[src/hw/mieu_defines.svh]
/*
  Constants of the instruction execute unit: register offsets, status
  bit positions, reset values and fixed addresses.
  Assumes inclusion by bare name from the unit's design files.
*/
`ifndef MIEU_DEFINES_SVH
`define MIEU_DEFINES_SVH

`define MIEU_IW        17
`define MIEU_PCW       11
`define MIEU_STK_DEPTH 4

`define MIEU_REG_ACC    4'h0
`define MIEU_REG_STATUS 4'h1
`define MIEU_REG_PC     4'h2
`define MIEU_REG_TBLP   4'h3
`define MIEU_REG_TBPAGE 4'h4
`define MIEU_REG_TABLE_UPPER_LATCH   4'h5
`define MIEU_REG_CTRL   4'h6
`define MIEU_REG_SP     4'h7

`define MIEU_ST_C   0
`define MIEU_ST_AC  1
`define MIEU_ST_Z   2
`define MIEU_ST_OV  3
`define MIEU_ST_SLP 4
`define MIEU_ST_WDX 5

`define MIEU_CTRL_RUN 0
`define MIEU_CTRL_GIE 1

`define MIEU_PCL_ADDR 8'h06
`define MIEU_IRQ_VEC  11'h004
`define MIEU_RST_PC   11'h000
`define MIEU_LAST_PG  3'h7

`endif

[src/hw/mieu_pkg.sv]
/*
  Types of the instruction execute unit: opcodes and sequencer states.
  Assumes nothing of its surroundings.
*/
package mieu_pkg;

  typedef enum logic [5:0] {
    op_nop, op_mov_a_m, op_mov_m_a, op_mov_a_x, op_clr_bit, op_set_bit,
    op_jump, op_skip_if_zero, op_skip_zero_mov, op_skip_bit_zero,
    op_skip_if_nonzero, op_inc_skip_if_zero, op_dec_skip_if_zero,
    op_inc_skip_zero_a, op_dec_skip_zero_a, op_call, op_ret, op_ret_load,
    op_reti, op_table_read_page, op_table_read_current, op_table_read_last,
    op_clr_mem, op_set_mem, op_wdt_clear, op_watchdog_preclear_a,
    op_watchdog_preclear_b, op_swap, op_swap_a, op_halt, op_add_a_m,
    op_add_to_mem, op_add_a_x, op_adc_a_m, op_add_carry_to_mem,
    op_and_a_m, op_and_to_mem, op_and_a_x
  } mieu_op_e;

  typedef enum logic [2:0] {
    st_fetch, st_exec, st_dummy_f, st_dummy_e, st_halt
  } mieu_state_e;

endpackage

[src/hw/mieu_core.sv]
/*
  Instruction execute unit of an 8-bit core: sequencer, accumulator,
  flags, stack, table reads and register port.
  Assumes an asynchronous program memory returning pm_data for pm_addr in
  the same cycle, and same-clock irq, wake and watchdog signals.
*/
`timescale 1ns/1ps
`include "mieu_defines.svh"
module mieu_core
(
  input  wire logic                  mclk,
  input  wire logic                  rst,
  output logic      [`MIEU_PCW-1:0]  pm_addr,
  input  wire logic [`MIEU_IW-1:0]   pm_data,
  input  wire logic [3:0]            reg_addr,
  input  wire logic [15:0]           reg_wdata,
  input  wire logic                  reg_wr,
  input  wire logic                  reg_rd,
  output logic      [15:0]           reg_rdata,
  input  wire logic                  irq_req,
  input  wire logic                  wake_req,
  input  wire logic                  wdt_expire,
  output logic                       wdt_clear,
  output logic                       clk_stop,
  output logic                       instr_done,
  output logic                       cyc_pulse
);

  mieu_pkg::mieu_state_e state_r;
  mieu_pkg::mieu_op_e    op;
  logic [`MIEU_IW-1:0]   ir_r;
  logic [`MIEU_PCW-1:0]  pc_r;
  logic [`MIEU_PCW-1:0]  pc_nxt;
  logic [`MIEU_PCW-1:0]  taddr;
  logic [`MIEU_PCW-1:0]  stk_r [0:`MIEU_STK_DEPTH-1];
  logic [1:0]            sp_r;
  logic [7:0]            acc_r;
  logic [7:0]            acc_nxt;
  logic                  c_r, ac_r, z_r, ov_r;
  logic                  c_nxt, ac_nxt, z_nxt, ov_nxt;
  logic                  wdx_flag_r;
  logic                  slp_flag_r;
  logic                  gie_r;
  logic                  run_r;
  logic [1:0]            pre_r;
  logic [1:0]            pre_nxt;
  logic [7:0]            tblp_r;
  logic [2:0]            tbpage_r;
  logic [7:0]            tbl_upper_r;
  logic [7:0]            opnd, imm, addin, res, mem_wd;
  logic [8:0]            sum;
  logic [4:0]            lo;
  logic [2:0]            bsel;
  logic                  cin, c7, mem_we, two, skip, skip_op;
  logic                  push, pop, wclr, halt, gie_set, pcl_hit;
  logic                  ex, irq_take;
  logic [7:0]            dm_rdata, dm_raddr, dm_wdata;
  logic                  dm_we;
  logic [7:0]            status_w;

  function automatic logic is_tab(input mieu_pkg::mieu_op_e o);
    is_tab = (o == mieu_pkg::op_table_read_page) ||
             (o == mieu_pkg::op_table_read_current) ||
             (o == mieu_pkg::op_table_read_last);
  endfunction

  function automatic logic is_imm(input mieu_pkg::mieu_op_e o);
    is_imm = (o == mieu_pkg::op_add_a_x) || (o == mieu_pkg::op_and_a_x);
  endfunction

  assign op       = mieu_pkg::mieu_op_e'(ir_r[16:11]);
  assign ex       = (state_r == mieu_pkg::st_exec);
  assign irq_take = (state_r == mieu_pkg::st_fetch) && run_r && gie_r && irq_req;

  always_comb
  begin
    case (op)
      mieu_pkg::op_table_read_page:    taddr = {tbpage_r, tblp_r};
      mieu_pkg::op_table_read_current: taddr = {pc_r[10:8], tblp_r};
      default:                         taddr = {`MIEU_LAST_PG, tblp_r};
    endcase
  end

  // Execute stage: results of the instruction held in ir_r
  always_comb
  begin
    opnd    = (ir_r[7:0] == `MIEU_PCL_ADDR) ? pc_r[7:0] : dm_rdata;
    imm     = ir_r[7:0];
    bsel    = ir_r[10:8];
    addin   = is_imm(op) ? imm : opnd;
    cin     = (op == mieu_pkg::op_adc_a_m) || (op == mieu_pkg::op_add_carry_to_mem);
    cin     = cin & c_r;
    sum     = {1'b0, acc_r} + {1'b0, addin} + {8'h00, cin};
    lo      = {1'b0, acc_r[3:0]} + {1'b0, addin[3:0]} + {4'h0, cin};
    c7      = acc_r[7] ^ addin[7] ^ sum[7];
    res     = sum[7:0];
    acc_nxt = acc_r;
    c_nxt   = c_r;
    ac_nxt  = ac_r;
    z_nxt   = z_r;
    ov_nxt  = ov_r;
    mem_we  = 1'b0;
    mem_wd  = opnd;
    pc_nxt  = pc_r + 11'h001;
    two     = 1'b0;
    skip    = 1'b0;
    skip_op = 1'b0;
    push    = 1'b0;
    pop     = 1'b0;
    wclr    = 1'b0;
    halt    = 1'b0;
    gie_set = 1'b0;
    pre_nxt = 2'b00;
    case (op)
      mieu_pkg::op_mov_a_m: acc_nxt = opnd;
      mieu_pkg::op_mov_a_x: acc_nxt = imm;
      mieu_pkg::op_mov_m_a:
      begin
        mem_we = 1'b1;
        mem_wd = acc_r;
      end
      mieu_pkg::op_clr_bit, mieu_pkg::op_set_bit:
      begin
        mem_we       = 1'b1;
        mem_wd[bsel] = (op == mieu_pkg::op_set_bit);
      end
      mieu_pkg::op_jump:
      begin
        pc_nxt = ir_r[10:0];
        two    = 1'b1;
      end
      mieu_pkg::op_call:
      begin
        push   = 1'b1;
        pc_nxt = ir_r[10:0];
        two    = 1'b1;
      end
      mieu_pkg::op_ret, mieu_pkg::op_ret_load, mieu_pkg::op_reti:
      begin
        pop    = 1'b1;
        pc_nxt = stk_r[sp_r - 2'h1];
        two    = 1'b1;
        if (op == mieu_pkg::op_ret_load)
          acc_nxt = imm;
        gie_set = (op == mieu_pkg::op_reti);
      end
      mieu_pkg::op_skip_if_zero:
      begin
        skip_op = 1'b1;
        skip    = (opnd == 8'h00);
      end
      mieu_pkg::op_skip_zero_mov:
      begin
        skip_op = 1'b1;
        skip    = (opnd == 8'h00);
        acc_nxt = opnd;
      end
      mieu_pkg::op_skip_bit_zero, mieu_pkg::op_skip_if_nonzero:
      begin
        skip_op = 1'b1;
        skip    = opnd[bsel] ^ (op == mieu_pkg::op_skip_bit_zero);
      end
      mieu_pkg::op_inc_skip_if_zero, mieu_pkg::op_dec_skip_if_zero,
      mieu_pkg::op_inc_skip_zero_a, mieu_pkg::op_dec_skip_zero_a:
      begin
        skip_op = 1'b1;
        if ((op == mieu_pkg::op_inc_skip_if_zero) || (op == mieu_pkg::op_inc_skip_zero_a))
          res = opnd + 8'h01;
        else
          res = opnd - 8'h01;
        skip = (res == 8'h00);
        if ((op == mieu_pkg::op_inc_skip_if_zero) || (op == mieu_pkg::op_dec_skip_if_zero))
        begin
          mem_we = 1'b1;
          mem_wd = res;
        end
        else
          acc_nxt = res;
      end
      mieu_pkg::op_table_read_page, mieu_pkg::op_table_read_current,
      mieu_pkg::op_table_read_last:
        two = 1'b1;
      mieu_pkg::op_clr_mem, mieu_pkg::op_set_mem:
      begin
        mem_we = 1'b1;
        mem_wd = (op == mieu_pkg::op_set_mem) ? 8'hff : 8'h00;
      end
      mieu_pkg::op_wdt_clear: wclr = 1'b1;
      mieu_pkg::op_watchdog_preclear_a:
      begin
        wclr    = (pre_r == 2'b10);
        pre_nxt = wclr ? 2'b00 : 2'b01;
      end
      mieu_pkg::op_watchdog_preclear_b:
      begin
        wclr    = (pre_r == 2'b01);
        pre_nxt = wclr ? 2'b00 : 2'b10;
      end
      mieu_pkg::op_swap:
      begin
        mem_we = 1'b1;
        mem_wd = {opnd[3:0], opnd[7:4]};
      end
      mieu_pkg::op_swap_a: acc_nxt = {opnd[3:0], opnd[7:4]};
      mieu_pkg::op_halt: halt = 1'b1;
      mieu_pkg::op_add_a_m, mieu_pkg::op_add_a_x, mieu_pkg::op_adc_a_m,
      mieu_pkg::op_add_to_mem, mieu_pkg::op_add_carry_to_mem:
      begin
        c_nxt  = sum[8];
        ac_nxt = lo[4];
        z_nxt  = (res == 8'h00);
        ov_nxt = c7 ^ sum[8];
        if ((op == mieu_pkg::op_add_to_mem) || (op == mieu_pkg::op_add_carry_to_mem))
        begin
          mem_we = 1'b1;
          mem_wd = res;
        end
        else
          acc_nxt = res;
      end
      mieu_pkg::op_and_a_m, mieu_pkg::op_and_a_x, mieu_pkg::op_and_to_mem:
      begin
        res   = acc_r & addin;
        z_nxt = (res == 8'h00);
        if (op == mieu_pkg::op_and_to_mem)
        begin
          mem_we = 1'b1;
          mem_wd = res;
        end
        else
          acc_nxt = res;
      end
      default: acc_nxt = acc_r;
    endcase
    if (skip)
    begin
      pc_nxt = pc_r + 11'h002;
      two    = 1'b1;
    end
    pcl_hit = mem_we && (ir_r[7:0] == `MIEU_PCL_ADDR);
    if (pcl_hit)
    begin
      mem_we = 1'b0;
      pc_nxt = {pc_r[10:8], mem_wd};
      two    = 1'b1;
    end
  end

  always_ff @(posedge mclk or posedge rst)
  begin
    if (rst)
      state_r <= mieu_pkg::st_fetch;
    else
      case (state_r)
        mieu_pkg::st_fetch:
          if (irq_take)
            state_r <= mieu_pkg::st_dummy_f;
          else if (run_r)
            state_r <= mieu_pkg::st_exec;
        mieu_pkg::st_exec:
          if (halt)
            state_r <= mieu_pkg::st_halt;
          else if (two)
            state_r <= mieu_pkg::st_dummy_f;
          else
            state_r <= mieu_pkg::st_fetch;
        mieu_pkg::st_dummy_f: state_r <= mieu_pkg::st_dummy_e;
        mieu_pkg::st_halt:
          if (wake_req)
            state_r <= mieu_pkg::st_fetch;
        default: state_r <= mieu_pkg::st_fetch;
      endcase
  end

  always_ff @(posedge mclk or posedge rst)
  begin
    if (rst)
    begin
      ir_r    <= '0;
      pc_r    <= `MIEU_RST_PC;
      pm_addr <= `MIEU_RST_PC;
    end
    else
    begin
      if ((state_r == mieu_pkg::st_fetch) && !irq_take)
        ir_r <= pm_data;
      if (irq_take)
        pc_r <= `MIEU_IRQ_VEC;
      else if (ex)
        pc_r <= pc_nxt;
      if (irq_take)
        pm_addr <= `MIEU_IRQ_VEC;
      else if (ex)
        pm_addr <= is_tab(op) ? taddr : pc_nxt;
      else
        pm_addr <= pc_r;
    end
  end

  // Stack of return addresses
  always_ff @(posedge mclk or posedge rst)
  begin
    if (rst)
    begin
      sp_r <= 2'h0;
      for (int i = 0; i < `MIEU_STK_DEPTH; i++)
        stk_r[i] <= '0;
    end
    else if (irq_take || (ex && push))
    begin
      stk_r[sp_r] <= irq_take ? pc_r : pc_r + 11'h001;
      sp_r        <= sp_r + 2'h1;
    end
    else if (ex && pop)
      sp_r <= sp_r - 2'h1;
  end

  always_ff @(posedge mclk or posedge rst)
  begin
    if (rst)
    begin
      acc_r <= 8'h00;
      c_r   <= 1'b0;
      ac_r  <= 1'b0;
      z_r   <= 1'b0;
      ov_r  <= 1'b0;
      pre_r <= 2'b00;
    end
    else if (ex)
    begin
      acc_r <= acc_nxt;
      c_r   <= c_nxt;
      ac_r  <= ac_nxt;
      z_r   <= z_nxt;
      ov_r  <= ov_nxt;
      pre_r <= pre_nxt;
    end
  end

  // Expiry from the watchdog wins over any clear in the same cycle
  always_ff @(posedge mclk or posedge rst)
  begin
    if (rst)
    begin
      wdx_flag_r <= 1'b0;
      slp_flag_r <= 1'b0;
      wdt_clear  <= 1'b0;
    end
    else
    begin
      wdt_clear <= ex && (wclr || halt);
      if (ex && (wclr || halt))
        slp_flag_r <= halt;
      if (wdt_expire)
        wdx_flag_r <= 1'b1;
      else if (ex && (wclr || halt))
        wdx_flag_r <= 1'b0;
    end
  end

  // Interrupt enable: hardware set wins over a register write
  always_ff @(posedge mclk or posedge rst)
  begin
    if (rst)
    begin
      gie_r    <= 1'b0;
      run_r    <= 1'b0;
      tblp_r   <= 8'h00;
      tbpage_r <= 3'h0;
    end
    else
    begin
      if (reg_wr && (reg_addr == `MIEU_REG_CTRL))
        run_r <= reg_wdata[`MIEU_CTRL_RUN];
      if (reg_wr && (reg_addr == `MIEU_REG_TBLP))
        tblp_r <= reg_wdata[7:0];
      if (reg_wr && (reg_addr == `MIEU_REG_TBPAGE))
        tbpage_r <= reg_wdata[2:0];
      if (ex && gie_set)
        gie_r <= 1'b1;
      else if (irq_take)
        gie_r <= 1'b0;
      else if (reg_wr && (reg_addr == `MIEU_REG_CTRL))
        gie_r <= reg_wdata[`MIEU_CTRL_GIE];
    end
  end

  always_ff @(posedge mclk or posedge rst)
  begin
    if (rst)
      tbl_upper_r <= 8'h00;
    else if ((state_r == mieu_pkg::st_dummy_f) && is_tab(op))
      tbl_upper_r <= pm_data[15:8];
  end

  assign dm_raddr = (state_r == mieu_pkg::st_fetch) ? pm_data[7:0] : ir_r[7:0];
  assign dm_we    = (ex && mem_we) || ((state_r == mieu_pkg::st_dummy_f) && is_tab(op));
  assign dm_wdata = ex ? mem_wd : pm_data[7:0];

  mieu_dmem u_dmem
  (
    .mclk  (mclk),
    .rst   (rst),
    .raddr (dm_raddr),
    .rdata (dm_rdata),
    .we    (dm_we),
    .waddr (ir_r[7:0]),
    .wdata (dm_wdata)
  );

  always_comb
  begin
    status_w               = 8'h00;
    status_w[`MIEU_ST_C]   = c_r;
    status_w[`MIEU_ST_AC]  = ac_r;
    status_w[`MIEU_ST_Z]   = z_r;
    status_w[`MIEU_ST_OV]  = ov_r;
    status_w[`MIEU_ST_SLP] = slp_flag_r;
    status_w[`MIEU_ST_WDX] = wdx_flag_r;
  end

  always_ff @(posedge mclk or posedge rst)
  begin
    if (rst)
      reg_rdata <= 16'h0000;
    else if (!reg_rd)
      reg_rdata <= 16'h0000;
    else
      case (reg_addr)
        `MIEU_REG_ACC:    reg_rdata <= {8'h00, acc_r};
        `MIEU_REG_STATUS: reg_rdata <= {8'h00, status_w};
        `MIEU_REG_PC:     reg_rdata <= {5'h00, pc_r};
        `MIEU_REG_TBLP:   reg_rdata <= {8'h00, tblp_r};
        `MIEU_REG_TBPAGE: reg_rdata <= {13'h0000, tbpage_r};
        `MIEU_REG_TABLE_UPPER_LATCH:   reg_rdata <= {8'h00, tbl_upper_r};
        `MIEU_REG_CTRL:   reg_rdata <= {14'h0000, gie_r, run_r};
        `MIEU_REG_SP:     reg_rdata <= {14'h0000, sp_r};
        default:          reg_rdata <= 16'h0000;
      endcase
  end

  always_ff @(posedge mclk or posedge rst)
  begin
    if (rst)
    begin
      instr_done <= 1'b0;
      cyc_pulse  <= 1'b0;
      clk_stop   <= 1'b0;
    end
    else
    begin
      instr_done <= (ex && (!two || halt)) || (state_r == mieu_pkg::st_dummy_e);
      cyc_pulse  <= ex || (state_r == mieu_pkg::st_dummy_e);
      clk_stop   <= (ex && halt) || ((state_r == mieu_pkg::st_halt) && !wake_req);
    end
  end
endmodule

[src/hw/mieu_dmem.sv]
/*
  Data memory of the execute unit: 256 bytes, one write port and one
  registered read port.
  Assumes write and read addresses stable around the rising edge.
*/
`timescale 1ns/1ps
module mieu_dmem
(
  input  wire logic       mclk,
  input  wire logic       rst,
  input  wire logic [7:0] raddr,
  output logic      [7:0] rdata,
  input  wire logic       we,
  input  wire logic [7:0] waddr,
  input  wire logic [7:0] wdata
);

  logic [7:0] mem_r [0:255];

  always_ff @(posedge mclk)
  begin
    if (we)
      mem_r[waddr] <= wdata;
  end

  always_ff @(posedge mclk or posedge rst)
  begin
    if (rst)
      rdata <= 8'h00;
    else
      rdata <= mem_r[raddr];
  end

endmodule

[config.mk]
export PLATFORM = sky130hd
export DESIGN_NAME = mieu_core
export DESIGN_NICKNAME = d
export VERILOG_FILES = /design/src/hw/mieu_pkg.sv /design/src/hw/mieu_core.sv /design/src/hw/mieu_dmem.sv
export VERILOG_INCLUDE_DIRS = /design/src /design/src/hw
export SDC_FILE = /design/constraint.sdc
export NUM_CORES = 2
export LEC_CHECK = 0
export ABC_CLOCK_PERIOD_IN_PS = 31200
export BUFFER_PORTS_ARGS = -buffer_cell sky130_fd_sc_hd__buf_2
export CAP_MARGIN = 10
export CORE_ASPECT_RATIO = 1.4
export CORE_MARGIN = 5
export CORE_UTILIZATION = 30
export DETAILED_ROUTE_END_ITERATION = 16
export PLACE_DENSITY = 0.41
export SLEW_MARGIN = 10
export SYNTH_ARGS = -nofsm -noshare
export SYNTH_HDL_FRONTEND = slang
export SYNTH_SLANG_ARGS = --single-unit
[constraint.sdc]
create_clock -name mclk -period 31.2 [get_ports mclk]
set_clock_uncertainty 0.05 [all_clocks]
set_input_delay 6.24 -clock mclk [delete_from_list [all_inputs] [get_ports mclk]]
set_output_delay 6.24 -clock mclk [all_outputs]
set_load 0.01 [all_outputs]
==> out/results.ini <==
[run_status]
status = completed

[global_route]
grt.total_usage_pct = 16.5
overflow = 0
grt_max_degree = 177
antenna_found_initial = 6
grt_pass1_vias = 47179
grt_pass1_wl_mm = 365

[timing]
worst_pin_slew_ns = 1.18
period_minus_slack_ns = 12.70
finalHoldViolCount = 0
whs_ns = 0.424
timing.final.crit_share_pct = 40.7
rsz0062_at_grt = false
fmax_mhz = 78.8
setup_viol = 0
maxSlewViolCount = 0
timing.setup.tns_ns = 0
max-slew-margin-rel_pct = 21.3

[clocking]
ctsResizeCount = 0
clk_pin_slew_ns = 0.06
cts_sinks = 2196
cts_htree_levels = 4
numCtsBuffers = 223
cts_tree = built
ctsLongestPathBuffers = 4
insertion_delay_ns = 0.87
post_cts_buffers = 0
cts_hold_buffers = 0
clockRootBuffer = clkbuf_16

[worst_setup_path]
rrSetupSlack_ns = 23.09
crit_path_start_kind = primary input
r2r-end = u_dmem.rdata[3]$_DFF_PP0_
required_ns = 31.81
arrival_ns = 13.31
cp-end-kind = flip-flop
reg2reg_depth = 14
criticalPathCategory = in -> reg
rr_startpoint = state_r[1]$_DFFE_PP0P_
crit_fanout = 84

[place]
port_buffers = 61
placed_area_sq_um = 93400
gp_congestion = 0.842
dpl.hpwl_mm = 152

[die]
die_y_microns = 652
core_sq_um = 293000
die-area_sq_um = 306000
die_w_microns = 469
io-pin-count = 75
floorplan.initialDensity_pct = 30.2
floorplan.rows = 235

[route]
dr.first_iter.drc_count = 3450
via_per_inst = 5.14
vias = 45187
wirelength_mm = 258
drt.antenna.violating_nets = 0
drt_first_pass_iters = 6
drc_errors = 0
post_drt_wl_per_cell_microns = 29.4

[power]
p_leak_nw = 31.2
power_density_nw_per_um2 = 100
max-vdd-ir-drop_mv = 0.0904

[hold_path]
min_path_type = reg -> reg
whs_path_depth = 2
hold_start = stk_r[30]$_DFFE_PP0P_
min_to = stk_r[30]$_DFFE_PP0P_

[synthesis]
synth-seq-area-share_pct = 73.8
synthCells = 4625
synth_edf_count = 2048
synth.cell_area_sq_um = 88400
async_flop_share_pct = 6.74
yosysWarnings = 0
yosysUniqueCellTypes = 90
synth-seq-cells = 2196
synth-main-ff-cell = edfxtp_1
syn_avg_cell_area_sq_um = 19.1

[cells_and_area]
areaGrowthSynthToFinish_pct = 13.4
layout-drive-gt1-share_pct = 22.8
fin_area_sq_um = 100000
finalNetCount = 4776
fillers = 27875

[job]
drv_cap = 0

-- per-stage QoR --
stage,total power [mW],setup WS [ns],util (%),std cells
after detailed placement,7.60,17.44,31.9,8394
after global placement,7.57,17.45,31.9,8394
after CTS,10.2,18.38,34.2,8782
after floorplan,6.30,15.37,-,4629
final,10.0,18.50,34.2,8786
after global routing,10.5,18.06,34.2,8783
-- where the power goes --
part / internal, mW / leakage, nW / switching [mW] / total, mW
sequential: 3.63 / 20.4 / 0.0926 / 3.72
clock: 1.45 / 3.32 / 1.14 / 2.60
combinational: 1.31 / 7.53 / 2.41 / 3.72
-- cells in the mapped netlist, types with 8 or more instances --
cell type | n | share of area (%)
edfxtp_1 | 2048 | 70
mux4_2 | 529 | 13
nor2_1 | 342 | 1.5
nand2_1 | 225 | 0.96
clkbuf_1 | 202 | 0.86
a22oi_1 | 169 | 1.4
dfrtp_1 | 148 | 4.2
a221oi_1 | 95 | 0.94
o21ai_0 | 90 | 0.51
a22o_1 | 73 | 0.72
a21oi_1 | 66 | 0.37
mux2_2 | 60 | 0.76
buf_2 | 54 | 0.31
nand3_1 | 41 | 0.23
buf_1 | 29 | 0.12
inv_1 | 28 | 0.12
o221ai_1 | 27 | 0.27
o22ai_1 | 25 | 0.18
nor3_1 | 24 | 0.14
xnor2_1 | 23 | 0.23
nor2b_1 | 22 | 0.16
ha_1 | 20 | 0.28
mux2i_1 | 20 | 0.23
buf_4 | 17 | 0.14
and3_1 | 16 | 0.11
nand2b_1 | 13 | 0.092
xor2_1 | 13 | 0.13
a222oi_1 | 12 | 0.14
nor4_1 | 12 | 0.085
nand4_1 | 11 | 0.078
nand3b_1 | 10 | 0.085
buf_6 | 9 | 0.11
o211ai_1 | 9 | 0.076
a211oi_1 | 8 | 0.068
a21o_1 | 8 | 0.068
o21ai_1 | 8 | 0.045
or3_1 | 8 | 0.057
-- how the worst max path moves through the flow --
stage | from | end | slack (ns) | cells after the start
6_report | pm_data[0] | u_dmem.rdata[3]$_DFF_PP0_ | 18.50 | 14
5_1_grt | pm_data[0] | u_dmem.rdata[5]$_DFF_PP0_ | 18.06 | 14
4_1_cts | pm_data[0] | u_dmem.rdata[3]$_DFF_PP0_ | 18.38 | 14
3_5_place_dp | pm_data[0] | u_dmem.rdata[3]$_DFF_PP0_ | 17.44 | 14
2_1_floorplan | ir_r[13]$_DFFE_PP0P_ | u_dmem.mem_r[0][6]$_DFFE_PP_ | 15.37 | 20
3_3_place_gp | pm_data[0] | u_dmem.rdata[3]$_DFF_PP0_ | 17.45 | 14
-- cell families after synthesis --
| family | share of synthesized area (%) |
|---|---|
| other | 0.00424 |
| AO/OA/AOI/OAI | 5.49 |
| flip-flops | 73.8 |
| adder cells (fa/ha/maj) | 0.351 |
| buffers and inverters | 1.67 |
| multiplexers | 14.5 |
| AND/OR/NAND/NOR | 3.78 |
| XOR/XNOR | 0.382 |
-- flip-flops by register name, summed over array words and instances, names as in the netlist, 2 cells and up --
register,count
tblp_r,8
pm_addr,11
stk_r,44
state_r,3
pre_r,2
acc_r,8
pc_r,11
reg_rdata,11
sp_r,2
u_dmem.rdata,8
tbl_upper_r,8
ir_r,17
tbpage_r,3
u_dmem.mem_r,2048
-- cells in the final DEF, fill, tap and decap left out, types with 60 or more instances in the layout --
cell type  count
a21oi_1       66
a221oi_1      95
a22o_1        73
a22oi_1      169
buf_2         61
buf_4         93
clkbuf_16    226
dfrtp_1      148
edfxtp_1    2048
mux2_2        60
mux4_2       529
nand2_1      210
nor2_1       336
o21ai_0       84
-- worst max-delay path, cell delays in order --
cell      delay (ns)
buf_2           0.15
mux2i_4         0.16
buf_4           0.64
buf_12          0.66
buf_4           0.78
buf_4           0.72
buf_4           0.55
buf_4           0.67
mux4_2          0.61
a22o_1          0.30
a221oi_1        0.23
o22ai_1         0.19
a221oi_1        1.00
o221ai_1        0.21
-- layout make-up --
cell class              count  area (sq um)  share of cell area (%)
well taps                3910          4890                    4.88
diodes                      4          10.0                 0.00999
repair buffers            166          1240                    1.24
flip-flops and latches   2196         65200                    65.1
clock inverters           106           930                   0.928
inverters                  29           114                   0.114
multi-input cells        2093         21900                    21.9
clock buffers             282          5880                    5.86
-- metal layers --
metal  up-vias  GRT usage [%]  routed length, microns
met5         -              0                       0
met4         0           5.67                    9650
met3       391           2.24                   11200
met2      1195           28.3                  130000
met1     24337           21.6                  107000
li1      19264              -                       -
Power figures use the tool's default switching activity.
